**config.mk**
```make
export PLATFORM = sky130hd
export DESIGN_NAME = iocell_top
export DESIGN_NICKNAME = d
export VERILOG_FILES = /design/src/iocell_pkg.sv /design/src/iocell_top.sv /design/src/iocell_delay_line.sv
export SDC_FILE = /design/constraint.sdc
export NUM_CORES = 1
export LEC_CHECK = 0
export BUFFER_PORTS_ARGS = -buffer_cell sky130_fd_sc_hd__buf_4
export CAP_MARGIN = 20
export CORE_MARGIN = 2
export CORE_UTILIZATION = 46
export CTS_CLUSTER_DIAMETER = 100
export DETAILED_ROUTE_END_ITERATION = 10
export PLACE_DENSITY_LB_ADDON = 0.2
export RECOVER_POWER = 25
export SKIP_CTS_REPAIR_TIMING = 1
export SLEW_MARGIN = 30
export SYNTH_ARGS = -nofsm -noshare
export SYNTH_HDL_FRONTEND = slang
export SYNTH_SLANG_ARGS = --single-unit
```
**constraint.sdc**
```tcl
create_clock -name ref_clk -period 5.1 [get_ports ref_clk]
set_clock_uncertainty 0.2 [all_clocks]
set_input_delay 0.255 -clock ref_clk [delete_from_list [all_inputs] [get_ports ref_clk]]
set_output_delay 0.255 -clock ref_clk [all_outputs]
set_load 0.02 [all_outputs]
```
**src/iocell_pkg.sv**
```systemverilog
package iocell_pkg;

  // Register map, byte addresses on the APB side
  localparam logic [7:0]  IOCELL_CTRL_ADDR     = 8'h00;
  localparam logic [7:0]  IOCELL_STATUS_ADDR   = 8'h04;
  localparam logic [31:0] IOCELL_CTRL_RESET    = 32'h0000_0000;
  localparam logic [31:0] IOCELL_RDATA_ZERO    = 32'h0000_0000;

  // Control register fields
  localparam int          CTRL_BYPASS_BIT      = 0;
  localparam int          CTRL_FIXDLY_BIT      = 1;
  localparam int          CTRL_DYNDLY_BIT      = 2;
  localparam int          CTRL_IN_DDR_BIT      = 3;
  localparam int          CTRL_IN_MEM_BIT      = 4;
  localparam int          CTRL_OMODE_LSB       = 5;
  localparam int          CTRL_OMODE_MSB       = 6;
  localparam int          CTRL_CFG_DONE_BIT    = 8;
  localparam logic [31:0] CTRL_WRITE_MASK      = 32'h0000_017F;

  // Status register fields
  localparam int          STAT_CONFIGURED_BIT  = 0;
  localparam int          STAT_POR_BIT         = 1;
  localparam int          STAT_PAD_IN_BIT      = 2;
  localparam int          STAT_RISE_BIT        = 3;
  localparam int          STAT_FALL_BIT        = 4;
  localparam int          STAT_PAD_OUT_BIT     = 5;
  localparam int          STAT_OE_BIT          = 6;

  // Output register modes
  localparam logic [1:0]  OMODE_SDR_FF         = 2'h0;
  localparam logic [1:0]  OMODE_SDR_LATCH      = 2'h1;
  localparam logic [1:0]  OMODE_DDR_GENERIC    = 2'h2;
  localparam logic [1:0]  OMODE_DDR_MEMORY     = 2'h3;

  // Cell location on the die
  localparam logic [1:0]  EDGE_LEFT            = 2'h0;
  localparam logic [1:0]  EDGE_TOP             = 2'h1;
  localparam logic [1:0]  EDGE_BOTTOM          = 2'h2;
  localparam logic [1:0]  EDGE_RIGHT           = 2'h3;

  // Delay elements, counted in ref_clk cycles
  localparam int          DLY_LINE_LEN         = 32;
  localparam logic [4:0]  FIXED_DLY_TAPS       = 5'h04;

  // Values forced by the local set/reset
  localparam logic        DATA_SR_VALUE        = 1'b0;
  localparam logic        TS_SR_VALUE          = 1'b1;

endpackage : iocell_pkg

```
**src/iocell_top.sv**
```systemverilog
module iocell_top
  import iocell_pkg::*;
#(
  parameter logic [1:0] CELL_EDGE = EDGE_LEFT,
  parameter logic       PROG_PIN  = 1'b0
)(
  input  wire logic        ref_clk,
  input  wire logic        reset,
  input  wire logic        psel,
  input  wire logic        penable,
  input  wire logic        pwrite,
  input  wire logic [7:0]  paddr,
  input  wire logic [31:0] pwdata,
  output logic [31:0]      prdata,
  output logic             pready,
  output logic             pslverr,
  input  wire logic        pad_in,
  input  wire logic        sys_clk_in,
  input  wire logic        strobe_read_clk_shifted,
  input  wire logic        strobe_write_clk_shifted,
  input  wire logic        ddr_capture_polarity,
  input  wire logic        por_released,
  input  wire logic        cell_clk_en,
  input  wire logic        local_sr,
  input  wire logic [4:0]  dynamic_delay_sel,
  input  wire logic        core_out_first,
  input  wire logic        core_out_second,
  input  wire logic        core_tristate_ctl,
  output logic             bypass_comb_in,
  output logic             bypass_clock_in,
  output logic             in_rise_sample,
  output logic             in_fall_or_sdr_sample,
  output logic             pad_out,
  output logic             pad_output_enable,
  output logic             pad_pull_up,
  output logic             pad_pull_down
);

  // Pin synchronisers: stage one feeds stage two only
  logic [5:0]  pin_s1_ff;
  logic [5:0]  pin_s2_ff;
  logic [5:0]  pin_raw;
  logic        sclk_d_ff;
  logic        rstb_d_ff;

  // Configuration and bus
  logic [31:0] ctrl_ff;
  logic [31:0] prdata_ff;
  logic        pready_ff;
  logic        pslverr_ff;
  logic        configured_ff;

  // Cell storage elements
  logic        in_sdr_ff;
  logic        in_rise_ff;
  logic        in_fall_ff;
  logic        out_first_ff;
  logic        out_second_pre_ff;
  logic        out_second_ff;
  logic        ts_ff;
  logic        pad_out_ff;
  logic        pad_oe_ff;
  logic        pull_up_ff;
  logic        pull_down_ff;
  logic        byp_comb_ff;
  logic        byp_clk_ff;
  logic        in_first_out_ff;
  logic        in_second_out_ff;

  // Synchronised pin levels
  wire         pad_s      = pin_s2_ff[0];
  wire         sclk_s     = pin_s2_ff[1];
  wire         rstb_s     = pin_s2_ff[2];
  wire         wstb_s     = pin_s2_ff[3];
  wire         pol_s      = pin_s2_ff[4];
  wire         por_s      = pin_s2_ff[5];

  assign pin_raw = {por_released, ddr_capture_polarity, strobe_write_clk_shifted,
                    strobe_read_clk_shifted, sys_clk_in, pad_in};

  // Configuration fields
  wire         is_right   = (CELL_EDGE == EDGE_RIGHT);
  wire         is_bottom  = (CELL_EDGE == EDGE_BOTTOM);
  wire         cfg_bypass = ctrl_ff[CTRL_BYPASS_BIT];
  wire         cfg_fixdly = ctrl_ff[CTRL_FIXDLY_BIT];
  wire         cfg_dyndly = ctrl_ff[CTRL_DYNDLY_BIT] && is_bottom;
  wire         cfg_in_ddr = ctrl_ff[CTRL_IN_DDR_BIT];
  wire         cfg_in_mem = ctrl_ff[CTRL_IN_MEM_BIT] && is_right && cfg_in_ddr;
  wire [1:0]   cfg_omode  = ctrl_ff[CTRL_OMODE_MSB:CTRL_OMODE_LSB];
  // Memory mode falls back to generic DDR off the right edge
  wire [1:0]   eff_omode  = (cfg_omode == OMODE_DDR_MEMORY && !is_right) ? OMODE_DDR_GENERIC
                          : cfg_omode;

  // System clock and read strobe edges that clock the cell registers
  wire         sclk_rise  = sclk_s && !sclk_d_ff;
  wire         sclk_fall  = !sclk_s && sclk_d_ff;
  wire         rstb_rise  = rstb_s && !rstb_d_ff;
  wire         rstb_fall  = !rstb_s && rstb_d_ff;

  // Input capture edges: shifted read strobe with polarity in memory mode
  wire         cap_rise   = cfg_in_mem ? (pol_s ? rstb_fall : rstb_rise) : sclk_rise;
  wire         cap_fall   = cfg_in_mem ? (pol_s ? rstb_rise : rstb_fall) : sclk_fall;

  // Delayed pad input
  logic        pad_dly;

  iocell_delay_line u_delay (
    .ref_clk  (ref_clk),
    .reset    (reset),
    .din      (pad_s),
    .fixed_en (cfg_fixdly),
    .dyn_en   (cfg_dyndly),
    .dyn_sel  (dynamic_delay_sel),
    .dout     (pad_dly)
  );

  // Register enables: clock enable gates the capture, output and tristate registers
  wire         hold       = !cell_clk_en;
  wire         sr_now     = local_sr;

  // Input path next values
  wire         nxt_in_sdr  = (sclk_rise && !hold) ? pad_dly : in_sdr_ff;
  wire         nxt_in_rise = (cap_rise && !hold) ? pad_dly : in_rise_ff;
  wire         nxt_in_fall = (cap_fall && !hold) ? pad_dly : in_fall_ff;
  wire         nxt_in_first  = cfg_in_ddr ? in_rise_ff : DATA_SR_VALUE;
  wire         nxt_in_second = cfg_in_ddr ? in_fall_ff : in_sdr_ff;

  // Output path next values
  wire         is_latch    = (eff_omode == OMODE_SDR_LATCH);
  wire         is_ddr_out  = (eff_omode == OMODE_DDR_GENERIC) || (eff_omode == OMODE_DDR_MEMORY);
  wire         first_load  = is_latch ? sclk_s : sclk_rise;
  wire         nxt_out_first = (first_load && !hold) ? core_out_first : out_first_ff;
  wire         nxt_out_spre  = (sclk_rise && !hold) ? core_out_second : out_second_pre_ff;
  wire         nxt_out_sec   = (sclk_fall && !hold) ? out_second_pre_ff : out_second_ff;
  wire         nxt_ts        = (sclk_rise && !hold) ? core_tristate_ctl : ts_ff;

  // Pad data mux: system clock level, or write strobe in memory mode
  // Write strobe selects by level, so it keeps no edge history
  wire         mux_sel    = (eff_omode == OMODE_DDR_MEMORY) ? wstb_s : sclk_s;
  wire         ddr_value  = mux_sel ? out_first_ff : out_second_ff;
  wire         nxt_pad_out = !configured_ff ? 1'b0 : (is_ddr_out ? ddr_value : out_first_ff);

  // Blank state until released and configured
  wire         nxt_configured = por_s && ctrl_ff[CTRL_CFG_DONE_BIT];
  wire         nxt_pad_oe = configured_ff && !ts_ff;
  wire         nxt_pull_up   = !configured_ff && PROG_PIN;
  wire         nxt_pull_down = !configured_ff && !PROG_PIN;

  // Bypass taps the undelayed pad level
  wire         nxt_byp    = configured_ff && cfg_bypass && pad_s;

  // APB decode
  wire         bus_setup  = psel && !penable;
  wire         bus_write  = psel && penable && pready_ff && pwrite;
  wire         hit_ctrl   = (paddr == IOCELL_CTRL_ADDR);
  wire         hit_status = (paddr == IOCELL_STATUS_ADDR);
  wire         addr_ok    = hit_ctrl || hit_status;
  wire [31:0]  status_word = IOCELL_RDATA_ZERO
                           | (32'(configured_ff) << STAT_CONFIGURED_BIT)
                           | (32'(por_s) << STAT_POR_BIT)
                           | (32'(pad_s) << STAT_PAD_IN_BIT)
                           | (32'(in_first_out_ff) << STAT_RISE_BIT)
                           | (32'(in_second_out_ff) << STAT_FALL_BIT)
                           | (32'(pad_out_ff) << STAT_PAD_OUT_BIT)
                           | (32'(pad_oe_ff) << STAT_OE_BIT);
  wire [31:0]  rd_word    = (pwrite || !addr_ok) ? IOCELL_RDATA_ZERO
                          : (hit_ctrl ? ctrl_ff : status_word);
  wire [31:0]  nxt_ctrl   = (bus_write && hit_ctrl) ? (pwdata & CTRL_WRITE_MASK) : ctrl_ff;

  // Top-level outputs
  assign prdata                = prdata_ff;
  assign pready                = pready_ff;
  assign pslverr               = pslverr_ff;
  assign bypass_comb_in        = byp_comb_ff;
  assign bypass_clock_in       = byp_clk_ff;
  assign in_rise_sample        = in_first_out_ff;
  assign in_fall_or_sdr_sample = in_second_out_ff;
  assign pad_out               = pad_out_ff;
  assign pad_output_enable     = pad_oe_ff;
  assign pad_pull_up           = pull_up_ff;
  assign pad_pull_down         = pull_down_ff;

  // Pin synchronisers and edge history
  always_ff @(posedge ref_clk) begin
    if (reset) begin
      pin_s1_ff <= '0;
      pin_s2_ff <= '0;
      sclk_d_ff <= 1'b0;
      rstb_d_ff <= 1'b0;
    end else begin
      pin_s1_ff <= pin_raw;
      pin_s2_ff <= pin_s1_ff;
      sclk_d_ff <= sclk_s;
      rstb_d_ff <= rstb_s;
    end
  end

  // Control register, written in the access cycle
  always_ff @(posedge ref_clk) begin
    if (reset) begin
      ctrl_ff <= IOCELL_CTRL_RESET;
    end else begin
      ctrl_ff <= nxt_ctrl;
    end
  end

  // APB slave: no wait states, answer in first access cycle
  always_ff @(posedge ref_clk) begin
    if (reset) begin
      prdata_ff  <= IOCELL_RDATA_ZERO;
      pready_ff  <= 1'b0;
      pslverr_ff <= 1'b0;
    end else begin
      pready_ff  <= bus_setup;
      pslverr_ff <= bus_setup && !addr_ok;
      if (bus_setup) begin
        prdata_ff <= rd_word;
      end
    end
  end

  // Input capture registers
  // Edges come from the synchronised clock and read strobe, so no second clock domain
  always_ff @(posedge ref_clk) begin
    if (reset || sr_now) begin
      in_sdr_ff  <= DATA_SR_VALUE;
      in_rise_ff <= DATA_SR_VALUE;
      in_fall_ff <= DATA_SR_VALUE;
    end else begin
      in_sdr_ff  <= nxt_in_sdr;
      in_rise_ff <= nxt_in_rise;
      in_fall_ff <= nxt_in_fall;
    end
  end

  // Output and tristate registers
  // Set/reset parks the tristate register high, releasing the pad
  always_ff @(posedge ref_clk) begin
    if (reset || sr_now) begin
      out_first_ff      <= DATA_SR_VALUE;
      out_second_pre_ff <= DATA_SR_VALUE;
      out_second_ff     <= DATA_SR_VALUE;
      ts_ff             <= TS_SR_VALUE;
    end else begin
      out_first_ff      <= nxt_out_first;
      out_second_pre_ff <= nxt_out_spre;
      out_second_ff     <= nxt_out_sec;
      ts_ff             <= nxt_ts;
    end
  end

  // Configuration state and pad-side outputs
  always_ff @(posedge ref_clk) begin
    if (reset) begin
      configured_ff    <= 1'b0;
      pad_out_ff       <= 1'b0;
      pad_oe_ff        <= 1'b0;
      pull_up_ff       <= PROG_PIN;
      pull_down_ff     <= !PROG_PIN;
    end else begin
      configured_ff    <= nxt_configured;
      pad_out_ff       <= nxt_pad_out;
      pad_oe_ff        <= nxt_pad_oe;
      pull_up_ff       <= nxt_pull_up;
      pull_down_ff     <= nxt_pull_down;
    end
  end

  // Core-side sample and bypass outputs
  always_ff @(posedge ref_clk) begin
    if (reset) begin
      byp_comb_ff      <= 1'b0;
      byp_clk_ff       <= 1'b0;
      in_first_out_ff  <= 1'b0;
      in_second_out_ff <= 1'b0;
    end else begin
      byp_comb_ff      <= nxt_byp;
      byp_clk_ff       <= nxt_byp;
      in_first_out_ff  <= configured_ff && nxt_in_first;
      in_second_out_ff <= configured_ff && nxt_in_second;
    end
  end

endmodule : iocell_top

```
**src/iocell_delay_line.sv**
```systemverilog
module iocell_delay_line
  import iocell_pkg::*;
(
  input  wire logic       ref_clk,
  input  wire logic       reset,
  input  wire logic       din,
  input  wire logic       fixed_en,
  input  wire logic       dyn_en,
  input  wire logic [4:0] dyn_sel,
  output logic            dout
);

  logic [DLY_LINE_LEN-1:0] line_ff;
  logic [DLY_LINE_LEN-1:0] nxt_line;
  logic                    dout_ff;
  logic [4:0]              fixed_tap;
  logic [4:0]              total_tap;
  logic                    any_dly;
  logic                    nxt_dout;

  // Tap choice: fixed delay, dynamic delay, or both summed and saturated
  assign fixed_tap = fixed_en ? FIXED_DLY_TAPS : 5'h00;
  assign total_tap = (dyn_en && (6'(dyn_sel) + 6'(fixed_tap) > 6'(DLY_LINE_LEN - 1))) ? 5'(DLY_LINE_LEN - 1)
                   : (dyn_en ? 5'(dyn_sel + fixed_tap) : fixed_tap);
  assign any_dly   = fixed_en || dyn_en;
  assign nxt_line  = {line_ff[DLY_LINE_LEN-2:0], din};
  assign nxt_dout  = any_dly ? line_ff[total_tap] : din;
  assign dout      = dout_ff;

  // Shift line and registered tap output
  always_ff @(posedge ref_clk) begin
    if (reset) begin
      line_ff <= '0;
      dout_ff <= 1'b0;
    end else begin
      line_ff <= nxt_line;
      dout_ff <= nxt_dout;
    end
  end

endmodule : iocell_delay_line

```
==> run metrics <==
Post-route DRC 0; DRT iter0 DRCs 19; WHS -5.276 ps; die area 4274 µm²; status complete, but fails checks; Core Footprint 3633 µm²; Layout Cells excl Fill 270; post-synthesis register bit count 44; CP Depth 5; Critical Path Source Type input pin; initial antenna violation count 0; reg-to-reg startpoint pready$_SDFF_PP0_; design area 2137 µm²; GRT Util Overall 15.25%; Clock Latency Late Sink 290 ps; vias in the first global route 1114; final period utilization 39.53%; TritonCTS clock tree built; worst setup path class input pin to register; Critical Path AT 2040 ps; Post-DRT Antenna Nets 0; post-synth top area share 50.83%; crit-path cells buf_4 -> or4_1 -> or2_2 -> or4b_1 -> a21oi_1; Worst Setup SP paddr[3]; placed cell area 1996 µm²; Inst Count DP 259; Cell Rows 22; Post-Syn Instances 174; unique cell type count in the Yosys netlist 23; chip width 65.38 µm; minimum clock period 2016 ps; H-Tree Depth 2; WL final 3.021 mm; Max Cap Viol 0; worst-path fanout max 8; Mapped Area 1733 µm²; Hold WC Path Type input pin to register; Starting Density 47.69%; Final setup viols 0; ratio of cells with drive above 1 in the final layout 27.48%; RSZ-0062 raised after global routing false; RePlAce Congestion 0.7838; CTS Buf Count 5; nets@finish 282; Fin. Hold Viols 2; router iterations before antenna repair 5; GRT overflow 0; CTS Buffer Depth 2; I/O Buffers 45; PwrDens 307.0 nW/µm²; DP Worst Slack 2761 ps; Sink Count 44; area grow syn2layout 23.32%; CP Capture Point prdata[8]$_SDFFE_PP0N_; Worst Reg-to-Reg Cells 4; vias per inst 4.556; Diodes inserted 0; Synth warnings 0; Buf+Inv Stages, Crit Path 1; actual slew at the worst max-slew pin 887.5 ps; leading area contributor after synthesis dfxtp_1; die span in y 65.38 µm; Rel. slew slack 40.51%; largest net degree at the start of global routing 29; I/O pins 103; DPL Wire Length 2.275 mm; CP Data Required Time 5120 ps; Tot Pwr 0.6561 mW; crit path capture type register; leading post-synthesis cells by cell area dfxtp_1, mux2i_1, buf_4; Clock Pin Slew Worst Setup and Hold Paths 80 ps; r2r endpoint ctrl_ff[1]$_SDFFE_PP0P_; wire per inst 11.19 µm; Max Freq 496.0 MHz; most frequent cells in the layout dfxtp_1, buf_4, conb_1, mux2i_1, nor2_1; R2R Setup Slk 3270 ps; root buf cell clkbuf_8; Setup TNS 0 ps; filler cell count 325; Top delay family on crit path simple AND/OR/NAND/NOR gates; max-slew violation count 0; Pleak 0.9562 nW; sequential area share after synthesis 50.83%; post-route setup slack 3084 ps; slowest library cell on the worst path or4_1; first-pass GRT wire length 4.892 mm; Avg Cell Area, Syn 9.959 µm²; violations in the final reports negative hold slack; via count 1230; final core utilization 58.82%; max incr delay on CP 550 ps; Max IR drop VDD 0.2270 mV
final cells by class:
class	instances	area [µm²]	share of cell area [%]
repair buffers	48	367.9	17.21
flip-flops and latches	44	880.8	41.22
clock buffers	5	68.82	3.220
clock inverters	3	42.54	1.991
well taps	48	60.06	2.810
inverters	1	3.754	0.1756
multi-input cells	121	713.2	33.37
Yosys cell counts:
library cell,count
or4_1,2
nand3b_1,1
and2b_4,1
or4b_1,1
a21oi_1,2
nand2b_1,4
or2_2,3
a211o_1,1
nand4_1,1
and2_2,1
conb_1,1
o21ai_1,7
clkbuf_1,5
dfxtp_1,44
nor2_1,22
nor2b_1,12
inv_1,1
mux2i_1,23
buf_6,1
buf_4,26
nand2_1,12
nor3_2,1
or4_4,2
where the power goes:
part	total (mW)	internal (mW)	leakage, nW	switching (mW)
logic	0.0498	0.0210	0.546	0.0289
clock network	0.257	0.145	0.0541	0.112
registers	0.349	0.347	0.356	0.00185
total	0.656	0.513	0.956	0.143
kinds of logic (layout without fill, tap and decap cells):
logic type | after synthesis | count (layout) | synth area share [%]
AO/OA/AOI/OAI | 10 | 10 | 3.105
AND/OR/NAND/NOR | 63 | 63 | 19.35
multiplexers | 23 | 23 | 13.29
buffers and inverters | 33 | 57 | 13.21
flip-flops | 44 | 44 | 50.83
other | 1 | 25 | 0.2164
metal layers:
metal	wire (µm)	up-vias	global-route usage (%)	part of all wire [%]
met2	1593	43	27.68	53
met5	0	-	0	0
met4	27	0	6.250	0.89
li1	-	610	-	-
met3	175	2	4.281	5.8
met1	1225	575	16.58	41
tightest hold or removal path, delay by kind of cell:
| kind | cells | cell delay (ps) |
|---|---|---|
| muxes | 1 | 50 |
| buffers and inverters | 1 | 80 |
| and+or+nand+nor | 1 | 70 |
registers in the layout, summed over array words and instances, names as in the netlist:
signal / cells
bypass_comb_in: 1
pad_pull_down: 1
pin_s1_ff: 3
configured_ff: 1
sclk_d_ff: 1
u_delay.dout: 1
ctrl_ff: 8
ts_ff: 1
in_sdr_ff: 1
pad_out: 1
out_second_ff: 1
out_first_ff: 1
in_fall_or_sdr_sample: 1
prdata: 8
out_second_pre_ff: 1
pslverr: 1
pready: 1
pin_s2_ff: 3
in_fall_ff: 1
u_delay.line_ff: 5
pad_output_enable: 1
in_rise_sample: 1
worst min path at each step:
stage / endpoint / cells past startpoint / slack [ps] / startpoint
after detailed placement: pad_output_enable$_SDFF_PP0_ / 1 / 210 / ts_ff$_SDFFE_PP1P_
after global placement: pad_output_enable$_SDFF_PP0_ / 1 / 210 / ts_ff$_SDFFE_PP1P_
after floorplan: pin_s1_ff[0]$_SDFF_PP0_ / 1 / 180 / pad_in
final: ctrl_ff[8]$_SDFFE_PP0P_ / 3 / -5 / pwdata[8]
after global routing: ctrl_ff[8]$_SDFFE_PP0P_ / 3 / 6 / pwdata[8]
after CTS: pin_s1_ff[5]$_SDFF_PP0_ / 2 / -40 / por_released
Note: power is estimated with default switching activity, not from simulation.
